## src/rtl/lcd_frame_regs.svh

```systemverilog
`ifndef LCD_FRAME_REGS_SVH
`define LCD_FRAME_REGS_SVH
// Register offsets
`define OFS_CTRL_A      8'he4
`define OFS_CTRL_B      8'he5
`define OFS_FRAME_RATE  8'he6
`define OFS_CONTRAST    8'he7
`define OFS_MEM_BASE    8'hec
`define MEM_BYTES       5'h14
// control_reg_a fields
`define CA_ENABLE       7
`define CA_LOWPWR       6
`define CA_FLAG         4
`define CA_INT_EN       3
`define CA_BUF_DIS      2
`define CA_CCD          1
`define CA_BLANK        0
// control_reg_b fields
`define CB_CLK_SRC      7
`define CB_HALF_BIAS    6
`define CB_DUTY_HI      5
`define CB_DUTY_LO      4
`define CB_MASK_HI      3
// Reset values
`define RST_CTRL_A      8'h00
`define RST_CTRL_B      8'h00
`define RST_FRAME_RATE  8'h00
`define RST_CONTRAST    8'h00
// Sleep mode codes seen on sleepMode
`define SLP_ACTIVE      3'h0
`define SLP_IDLE        3'h1
`define SLP_ADCNR       3'h2
`define SLP_PDOWN       3'h3
`define SLP_PSAVE       3'h4
`define SLP_STANDBY     3'h5
`endif

```

## src/rtl/lcd_frame_pkg.sv

```systemverilog
package lcd_frame_pkg;
    // Frame sequencer state
    typedef enum logic [0:0] {
        ST_IDLE = 1'b0,
        ST_RUN  = 1'b1
    } frame_state_t;
    // Duty codes
    typedef enum logic [1:0] {
        DUTY_STATIC = 2'b00,
        DUTY_HALF   = 2'b01,
        DUTY_THIRD  = 2'b10,
        DUTY_QUART  = 2'b11
    } duty_t;
endpackage : lcd_frame_pkg

```

## src/rtl/lcd_pin_mask.sv

```systemverilog
`timescale 1ns/1ps
`default_nettype none
`include "lcd_frame_regs.svh"
module lcd_pin_mask
    import lcd_frame_pkg::*;
#(
    parameter int SEG_COUNT = 40
) (
    // Configuration
    input  wire logic [3:0]           portMask,
    input  wire logic [1:0]           dutySel,
    // Pin ownership
    output logic      [SEG_COUNT-1:0] segOwn,
    output logic      [3:0]           comOwn
);
    // Segments kept per mask code; top codes take every pin
    function automatic logic [5:0] segsUsed(input logic [3:0] code);
        case (code)
            4'h0: segsUsed = 6'd13;
            4'h1: segsUsed = 6'd15;
            4'h2: segsUsed = 6'd17;
            4'h3: segsUsed = 6'd19;
            4'h4: segsUsed = 6'd21;
            4'h5: segsUsed = 6'd23;
            4'h6: segsUsed = 6'd24;
            4'h7: segsUsed = 6'd25;
            4'h8: segsUsed = 6'd27;
            4'h9: segsUsed = 6'd29;
            4'ha: segsUsed = 6'd31;
            4'hb: segsUsed = 6'd33;
            4'hc: segsUsed = 6'd35;
            4'hd: segsUsed = 6'd37;
            default: segsUsed = 6'd40;
        endcase
    endfunction : segsUsed

    // Masked segment pins go back to port use
    genvar s;
    generate
        for (s = 0; s < SEG_COUNT; s = s + 1) begin : g_seg
            assign segOwn[s] = (6'(s) < segsUsed(portMask));
        end
    endgenerate

    // Commons 0..duty belong to the display
    genvar c;
    generate
        for (c = 0; c < 4; c = c + 1) begin : g_com
            assign comOwn[c] = (2'(c) <= dutySel);
        end
    endgenerate
endmodule : lcd_pin_mask
`default_nettype wire

```

## src/rtl/lcd_frame_ctrl.sv

```systemverilog
// The register offsets and the address-and-strobe port were chosen for this implementation.
`timescale 1ns/1ps
`default_nettype none
`include "lcd_frame_regs.svh"
module lcd_frame_ctrl
    import lcd_frame_pkg::*;
#(
    parameter int SEG_COUNT = 40
) (
    // Clock and reset
    input  wire logic                 ref_clk,
    input  wire logic                 arst_n,
    // Register port
    input  wire logic [7:0]           regAddr,
    input  wire logic [7:0]           regWdata,
    input  wire logic                 regWr,
    input  wire logic                 regRd,
    output logic      [7:0]           regRdata,
    // Clock source and sleep
    input  wire logic                 timer_osc_in_pin,
    input  wire logic                 ext_clock_input_en,
    input  wire logic                 sysClkIsRc,
    input  wire logic [2:0]           sleepMode,
    output logic                      extClkBufEn,
    output logic                      lcdClockActive,
    // Segment and common drive
    output logic      [SEG_COUNT-1:0] segLevel,
    output logic      [SEG_COUNT-1:0] segOwn,
    output logic      [3:0]           comSelect,
    output logic                      comLevel,
    output logic      [3:0]           comOwn,
    // Frame status and latched settings
    output logic                      frameIrq,
    output logic                      halfBiasOut,
    output logic                      lowPowerOut,
    output logic                      blankedOut,
    output logic      [7:0]           contrastOut
);
    // Refuse segment counts the mask table cannot serve
    if (SEG_COUNT < 13 || SEG_COUNT > 40) begin : g_bad_seg
        $error("SEG_COUNT must lie in 13..40");
    end

    // ----------------------------------------
    // Reset release and register decode
    // ----------------------------------------
    logic        rstS1, rstN;       // Reset synchroniser
    logic [7:0]  ctrlA_reg;         // control_reg_a
    logic [7:0]  ctrlB_reg;         // control_reg_b
    logic [7:0]  frame_rate_reg;    // Slot length
    logic [7:0]  contrast_ctrl_reg; // Contrast value
    logic [7:0]  memReg [20];       // Display memory
    logic        flag_reg;          // frame_start_flag

    // Async assert, synchronous release
    always_ff @(posedge ref_clk or negedge arst_n) begin
        if (!arst_n) begin
            rstS1 <= 1'b0;
            rstN  <= 1'b0;
        end else begin
            rstS1 <= 1'b1;
            rstN  <= rstS1;
        end
    end

    // Display memory window decode
    function automatic logic isMem(input logic [7:0] a);
        // Nine bits: the window runs to the top of the address space
        isMem = (a >= `OFS_MEM_BASE) && ({1'b0, a} < 9'(`OFS_MEM_BASE) + 9'(`MEM_BYTES));
    endfunction : isMem

    function automatic logic [4:0] memIdx(input logic [7:0] a);
        logic [7:0] d;
        d = a - `OFS_MEM_BASE;
        memIdx = d[4:0];
    endfunction : memIdx

    logic wrA;  // Write to control_reg_a
    assign wrA = regWr && (regAddr == `OFS_CTRL_A);

    logic enable;        // controller_enable
    logic lowPowerWrite; // low_power_wave_sel as written
    logic clkSrcAsync;   // lcd_clk_source_sel
    logic [1:0] dutySel; // duty_select
    assign enable        = ctrlA_reg[`CA_ENABLE];
    assign lowPowerWrite = ctrlA_reg[`CA_LOWPWR];
    assign clkSrcAsync   = ctrlB_reg[`CB_CLK_SRC];
    assign dutySel       = ctrlB_reg[`CB_DUTY_HI:`CB_DUTY_LO];

    // Control registers; flag handled apart
    always_ff @(posedge ref_clk or negedge rstN) begin
        if (!rstN) begin
            ctrlA_reg         <= `RST_CTRL_A;
            ctrlB_reg         <= `RST_CTRL_B;
            frame_rate_reg    <= `RST_FRAME_RATE;
            contrast_ctrl_reg <= `RST_CONTRAST;
        end else if (regWr) begin
            case (regAddr)
                // Reserved and flag positions kept zero here
                `OFS_CTRL_A:     ctrlA_reg <= regWdata & 8'hcf;
                `OFS_CTRL_B:     ctrlB_reg <= regWdata;
                `OFS_FRAME_RATE: frame_rate_reg <= regWdata;
                `OFS_CONTRAST:   contrast_ctrl_reg <= regWdata;
                default: ;
            endcase
        end
    end

    // Display memory; blanking never touches it
    // memory preserved
    always_ff @(posedge ref_clk) begin
        if (regWr && isMem(regAddr)) begin
            memReg[memIdx(regAddr)] <= regWdata;
        end
    end

    // ----------------------------------------
    // Clock source and sleep behaviour
    // ----------------------------------------
    logic oscS1, oscS2, oscS3; // Oscillator pin sync and edge
    logic runOk;               // Frame clock present
    logic srcTick;             // One source clock event

    // Two flops before any logic sees the pin
    always_ff @(posedge ref_clk or negedge rstN) begin
        if (!rstN) begin
            oscS1 <= 1'b0;
            oscS2 <= 1'b0;
            oscS3 <= 1'b0;
        end else begin
            oscS1 <= timer_osc_in_pin;
            oscS2 <= oscS1;
            oscS3 <= oscS2;
        end
    end

    // Which sleep modes keep the frame clock alive
    always_comb begin
        if (!clkSrcAsync) begin
            runOk = (sleepMode == `SLP_ACTIVE) || (sleepMode == `SLP_IDLE)
                 || (sleepMode == `SLP_PSAVE);
        end else if (sysClkIsRc) begin
            runOk = (sleepMode == `SLP_ACTIVE) || (sleepMode == `SLP_IDLE)
                 || (sleepMode == `SLP_ADCNR) || (sleepMode == `SLP_PSAVE);
        end else begin
            // Async source without RC system clock: active only
            runOk = (sleepMode == `SLP_ACTIVE);
        end
    end

    assign srcTick = runOk && (clkSrcAsync ? (oscS2 && !oscS3) : 1'b1);

    // Pin buffer and clock status outputs
    always_ff @(posedge ref_clk or negedge rstN) begin
        if (!rstN) begin
            extClkBufEn    <= 1'b0;
            lcdClockActive <= 1'b0;
        end else begin
            extClkBufEn    <= ext_clock_input_en && clkSrcAsync;
            lcdClockActive <= enable && runOk;
        end
    end

    // ----------------------------------------
    // Slot prescaler and frame sequencer
    // ----------------------------------------
    frame_state_t state_reg;   // Sequencer state
    logic [11:0] slotCnt_reg;  // Source ticks in slot
    logic [1:0]  comIdx_reg;   // Addressed common
    logic        skipNext_reg; // Next frame reuses data
    logic        slotTick;     // Slot ends
    logic        frameStart;   // New frame begins
    logic        latchNow;     // Latch point

    assign slotTick = srcTick && (slotCnt_reg >= {frame_rate_reg, 4'hf});
    assign frameStart = slotTick
        && ((state_reg == ST_IDLE) || (comIdx_reg == dutySel));
    assign latchNow = frameStart && !skipNext_reg;

    // Prescaler restarts with the controller
    always_ff @(posedge ref_clk or negedge rstN) begin
        if (!rstN) begin
            slotCnt_reg <= 12'h000;
        end else if (!enable || slotTick) begin
            slotCnt_reg <= 12'h000;
        end else if (srcTick) begin
            slotCnt_reg <= slotCnt_reg + 12'h001;
        end
    end

    always_ff @(posedge ref_clk or negedge rstN) begin
        if (!rstN) begin
            state_reg  <= ST_IDLE;
            comIdx_reg <= 2'b00;
        end else if (!enable) begin
            state_reg  <= ST_IDLE;
            comIdx_reg <= 2'b00;
        end else if (slotTick) begin
            state_reg <= ST_RUN;
            comIdx_reg <= frameStart ? 2'b00 : comIdx_reg + 2'b01;
        end
    end

    // ----------------------------------------
    // Frame-synchronous latching
    // ----------------------------------------
    logic [39:0] rowLat [4];   // Latched memory per common
    logic        blankLat;     // Latched blank_request
    logic        lowPowerLat;  // Latched waveform select
    logic        halfBiasLat;  // Bias at latch time

    always_ff @(posedge ref_clk or negedge rstN) begin
        if (!rstN) begin
            blankLat          <= 1'b0;
            lowPowerLat       <= 1'b0;
            halfBiasLat       <= 1'b0;
            contrastOut       <= `RST_CONTRAST;
            skipNext_reg      <= 1'b0;
        end else if (!enable) begin
            skipNext_reg <= 1'b0;
        end else if (latchNow) begin
            blankLat     <= ctrlA_reg[`CA_BLANK];
            lowPowerLat  <= lowPowerWrite;
            halfBiasLat  <= ctrlB_reg[`CB_HALF_BIAS];
            contrastOut  <= contrast_ctrl_reg;
            // repeat data in the pair frame
            skipNext_reg <= lowPowerWrite;
        end else if (frameStart) begin
            skipNext_reg <= 1'b0;
        end
    end

    // Rows gathered from five bytes each
    genvar r;
    generate
        for (r = 0; r < 4; r = r + 1) begin : g_row
            always_ff @(posedge ref_clk) begin
                if (latchNow) begin
                    rowLat[r] <= {memReg[5*r+4], memReg[5*r+3], memReg[5*r+2],
                                  memReg[5*r+1], memReg[5*r]};
                end
            end
        end
    endgenerate

    // ----------------------------------------
    // Frame flag
    // ----------------------------------------
    // Set wins over a one written in the same cycle
    always_ff @(posedge ref_clk or negedge rstN) begin
        if (!rstN) begin
            flag_reg <= 1'b0;
        end else if (latchNow) begin
            flag_reg <= 1'b1;
        end else if (wrA && regWdata[`CA_FLAG]) begin
            flag_reg <= 1'b0;
        end
    end

    // ----------------------------------------
    // Waveform polarity and pin drive
    // ----------------------------------------
    logic pol_reg;  // Drive phase
    logic [SEG_COUNT-1:0] maskSeg;
    logic [3:0]           maskCom;

    // Default flips each slot and frame; low power only per frame
    always_ff @(posedge ref_clk or negedge rstN) begin
        if (!rstN) begin
            pol_reg <= 1'b0;
        end else if (!enable) begin
            pol_reg <= 1'b0;
        end else if (frameStart) begin
            pol_reg <= !pol_reg;
        end else if (slotTick && !lowPowerLat) begin
            pol_reg <= !pol_reg;
        end
    end

    lcd_pin_mask #(
        .SEG_COUNT (SEG_COUNT)
    ) u_mask (
        .portMask (ctrlB_reg[`CB_MASK_HI:0]),
        .dutySel  (dutySel),
        .segOwn   (maskSeg),
        .comOwn   (maskCom)
    );

    // Registered drive of every pin
    always_ff @(posedge ref_clk or negedge rstN) begin
        if (!rstN) begin
            segLevel  <= '0;
            comSelect <= 4'h0;
            comLevel  <= 1'b0;
        end else if (!enable || blankLat || state_reg == ST_IDLE) begin
            segLevel  <= '0;
            comSelect <= 4'h0;
            comLevel  <= 1'b0;
        end else begin
            segLevel  <= rowLat[comIdx_reg][SEG_COUNT-1:0] ^ {SEG_COUNT{pol_reg}};
            comSelect <= 4'h1 << comIdx_reg;
            comLevel  <= !pol_reg;
        end
    end

    // Pin ownership follows enable, mask and duty
    always_ff @(posedge ref_clk or negedge rstN) begin
        if (!rstN) begin
            segOwn <= '0;
            comOwn <= 4'h0;
        end else begin
            segOwn <= enable ? maskSeg : '0;
            comOwn <= enable ? maskCom : 4'h0;
        end
    end

    // Status outputs
    always_ff @(posedge ref_clk or negedge rstN) begin
        if (!rstN) begin
            frameIrq    <= 1'b0;
            halfBiasOut <= 1'b0;
            lowPowerOut <= 1'b0;
            blankedOut  <= 1'b0;
        end else begin
            frameIrq    <= flag_reg && ctrlA_reg[`CA_INT_EN];
            halfBiasOut <= halfBiasLat;
            lowPowerOut <= lowPowerLat;
            blankedOut  <= enable && blankLat;
        end
    end

    // ----------------------------------------
    // Read data, one cycle after the strobe
    // ----------------------------------------
    always_ff @(posedge ref_clk or negedge rstN) begin
        if (!rstN) begin
            regRdata <= 8'h00;
        end else if (!regRd) begin
            regRdata <= 8'h00;
        end else if (isMem(regAddr)) begin
            regRdata <= memReg[memIdx(regAddr)];
        end else begin
            case (regAddr)
                `OFS_CTRL_A:     regRdata <= ctrlA_reg | {3'h0, flag_reg, 4'h0};
                `OFS_CTRL_B:     regRdata <= ctrlB_reg;
                `OFS_FRAME_RATE: regRdata <= frame_rate_reg;
                `OFS_CONTRAST:   regRdata <= contrast_ctrl_reg;
                default:         regRdata <= 8'h00;
            endcase
        end
    end
endmodule : lcd_frame_ctrl
`default_nettype wire

```

## config.mk

```make
export PLATFORM = sky130hd
export DESIGN_NAME = lcd_frame_ctrl
export DESIGN_NICKNAME = d
export VERILOG_FILES = /design/src/rtl/lcd_frame_pkg.sv /design/src/rtl/lcd_pin_mask.sv /design/src/rtl/lcd_frame_ctrl.sv
export VERILOG_INCLUDE_DIRS = /design/src /design/src/rtl
export SDC_FILE = /design/constraint.sdc
export NUM_CORES = 1
export LEC_CHECK = 0
export CAP_MARGIN = 20
export CELL_PAD_IN_SITES_DETAIL_PLACEMENT = 1
export CELL_PAD_IN_SITES_GLOBAL_PLACEMENT = 1
export CORE_MARGIN = 2
export CORE_UTILIZATION = 55
export CTS_CLUSTER_SIZE = 25
export DETAILED_ROUTE_END_ITERATION = 8
export DONT_BUFFER_PORTS = 1
export PLACE_DENSITY = 0.84
export SLEW_MARGIN = 0
export SYNTH_ARGS = -nofsm -noshare
export SYNTH_HDL_FRONTEND = slang
export SYNTH_MEMORY_MAX_BITS = 65536
export SYNTH_SLANG_ARGS = --single-unit
```

## constraint.sdc

```tcl
create_clock -name ref_clk -period 6 [get_ports ref_clk]
set_input_delay 0.3 -clock ref_clk [delete_from_list [all_inputs] [get_ports ref_clk]]
set_output_delay 0.3 -clock ref_clk [all_outputs]
set_load 0.01 [all_outputs]
```

==> impl_metrics.yaml <==
clocking:
  insertion_delay_ns: 0.62
  clkTransAtPathRegs_ns: 0.06
  clock_path_buffers: 3
  cts.sinks: 583
  cts_inserted_buffers: 58
  htreeDepth: 2
  cts_root_buffer: "clkbuf_16"
  cts_tree: "done"
worst_hold_path:
  holdCritPathClass: "in -> reg"
sta:
  rsz0062_at_grt: "false"
  relSlewSlack: 0.250
  report.final.slew_viol_count: 0
  min_period_ns: 3.55
  fin_skew_ns: 0.0183
  fin_crit_sh: 0.592
  max_freq_mhz: 281
  hold_violations: 0
  finalSetupViolCount: 0
  finalSetupTns_ns: 0
  tightest_slew_ns: 1.12
floorplanning:
  io_pins: 137
  rows: 74
  core_area_sq_mm: 0.0410
  start_util: 0.560
  chipWidth_microns: 208
  dieArea_sq_mm: 0.0434
  fp.dieH_microns: 208
place:
  portBuffers: 0
  dp_hpwl_microns: 38300
  gp_congestion: 0.897
logic_synthesis:
  synth_fp_nets: 1342
  ys_seq_area_frac: 0.725
  postSynth.asyncResetShare: 0.286
  synth_cells: 1293
  synth-seq-cells: 583
  ys_types: 69
  netlist_area_sq_mm: 0.0230
  syn_avg_cell_area_sq_um: 17.8
  synthFlopType: "edfxtp_1"
  synth-edff-count: 416
  ys_warn_count: 0
setup_path:
  cp_max_fo: 92
  start_kind: "flip-flop"
  cpMaxStageDelayCell: "and3_4"
  end_kind: "flip-flop"
  critPathKind: "reg -> reg"
  worstPathArrival_ns: 3.81
  crit_chain: "ha_1, nand2_1, o211a_1, nor3_2, and3_4, buf_12"
  max_stage_delay_ns: 0.92
  critPathRequiredTime_ns: 6.26
  r2r_setup_slack_ns: 2.45
finish:
  top_regs: "memReg (256), rowLat (160)"
  final_cell_mix: "416 x edfxtp_1, 163 x dfrtp_1, 111 x mux4_2, 107 x nor2_1, 64 x nand2_1"
  largest_register: "memReg"
  nets: 1393
  area_delta_synth_final_pct: 12.2
  drive_above_1_share: 0.207
  final_common_cell: "edfxtp_1"
  largest_reg_flops: 256
route:
  wl_microns: 60300
  drc: 0
  drtIter0Drc: 1390
  via_per_inst: 6.48
  drt-wirelength-per-cell_microns: 31.3
  vias: 12500
  drtAntennaViolNets: 0
  firstDrtPassIters: 5
job:
  cap_violations: 0
global_routing:
  antenna_found_initial: 2
  grt_pass1_wl_microns: 88600
  grt_pass1_vias: 13100
  track_usage: 0.281
  grt_remaining_overflow: 0
  grt_max_degree: 120
power_and_ir_drop:
  p_per_area_mw_per_mm2: 321
  fin_total_pwr_uw: 8280
  ir_drop_v: 0.000271
  power.leakage_uw: 0.00919
run_status:
  status: "complete, no violations"
-- per-stage QoR --
step                      utilization  hold WS, ns  setup slack, ns  instances  cell area (sq um)
after global routing            0.629       0.0135             2.26       1926              25800
after CTS                       0.627     0.000145             2.46       1918              25700
final                           0.629       0.0135             2.45       1926              25800
after detailed placement        0.574      0.00447             2.47       1788              23500
after global placement          0.574      0.00446             2.69       1788              23500
after floorplan                     -      0.00441             1.00       1293              23000
-- cell type report --
class	count	area (sq um)
timing repair buffer	48	536
tap	532	666
fill	3519	15200
clock inverter	22	258
multi-input combinational	623	5900
sequential	583	16700
clock buffer	87	1640
antenna	1	2.50
inverter	30	113
-- report_power, final --
| group | switching (uW) | total [uW] | internal [uW] |
|---|---|---|---|
| Sequential | 35.6 | 4360 | 4330 |
| Clock | 1520 | 3620 | 2110 |
| Combinational | 186 | 298 | 112 |
-- timing repair --
action                                 4_1_cts  5_1_grt
hold buffers                                21        1
setup endpoints to repair                    0        0
gates resized for setup                      0        0
buffers inserted                             0        0
endpoints found under the hold margin      300        1
-- worst paths after layout --
kind                                             start                          to  cells past startpoint
max                        slotCnt_reg[11]$_DFFE_PN0P_     rowLat[2][13]$_DFFE_PP_                      6
min                                        regWdata[3]     memReg[21][3]$_DFFE_PP_                      1
max reg2reg                slotCnt_reg[11]$_DFFE_PN0P_     rowLat[2][13]$_DFFE_PP_                      6
min reg2reg                            rstS1$_DFF_PN0_              rstN$_DFF_PN0_                      0
max in group asynchronous               rstN$_DFF_PN0_      segLevel[36]$_DFF_PN0_                      1
min in group asynchronous               rstN$_DFF_PN0_  contrastOut[2]$_DFFE_PN0P_                      0
-- synthesized netlist by cell type (3+ instances only) --
library cell | instances | area (sq um)
a21o_1 | 3 | 22.5
a21oi_1 | 30 | 150
a31oi_1 | 8 | 50.1
and2_1 | 10 | 62.6
and3_1 | 5 | 31.3
buf_1 | 6 | 22.5
buf_2 | 20 | 100
buf_4 | 3 | 22.5
buf_6 | 7 | 78.8
clkbuf_1 | 20 | 75.1
dfrtp_1 | 167 | 4180
edfxtp_1 | 416 | 12500
ha_1 | 23 | 288
inv_1 | 30 | 113
mux2_2 | 32 | 360
mux2_4 | 9 | 135
mux2i_1 | 4 | 40.0
mux4_2 | 111 | 2500
nand2_1 | 64 | 240
nand2b_1 | 5 | 31.3
nand3_1 | 16 | 80.1
nand4_1 | 9 | 56.3
nor2_1 | 107 | 402
nor2b_1 | 4 | 25.0
nor3_1 | 29 | 145
nor4_1 | 5 | 31.3
o211ai_1 | 10 | 75.1
o21a_1 | 4 | 30.0
o21ai_0 | 19 | 95.1
o22a_1 | 3 | 26.3
o22ai_1 | 7 | 43.8
o31a_1 | 4 | 35.0
o31ai_1 | 9 | 67.6
o32ai_1 | 4 | 35.0
or2_2 | 4 | 25.0
xnor2_1 | 44 | 385
-- per-layer routing --
metal  up-vias  global-route usage  share of wire
met4         0               0.106          0.038
li1       5094                   -              -
met2       695               0.438           0.48
met5         -                   0              0
met1      6549               0.398           0.40
met3       138              0.0557          0.090
-- worst max-delay path, delay by kind of cell, from the launching register on --
family	cells	cell delay (ns)
flops	1	0.42
buf+inv	1	0.46
simple gates	3	1.39
compound gates	1	0.44
fa+ha+maj	1	0.36
-- cells by family (layout without fill, tap and decap cells) --
group	after synthesis	after routing	synth area share
AOI/OAI and AO/OA	126	126	0.0391
muxes	156	156	0.132
adders and majority gates	23	23	0.0125
xor gates and xnor gates	45	45	0.0171
DFF	583	583	0.725
other	1	2	0.000163
and+or+nand+nor	272	272	0.0548
buffers and inverters	87	187	0.0188
(Power assumes the default switching activity.)
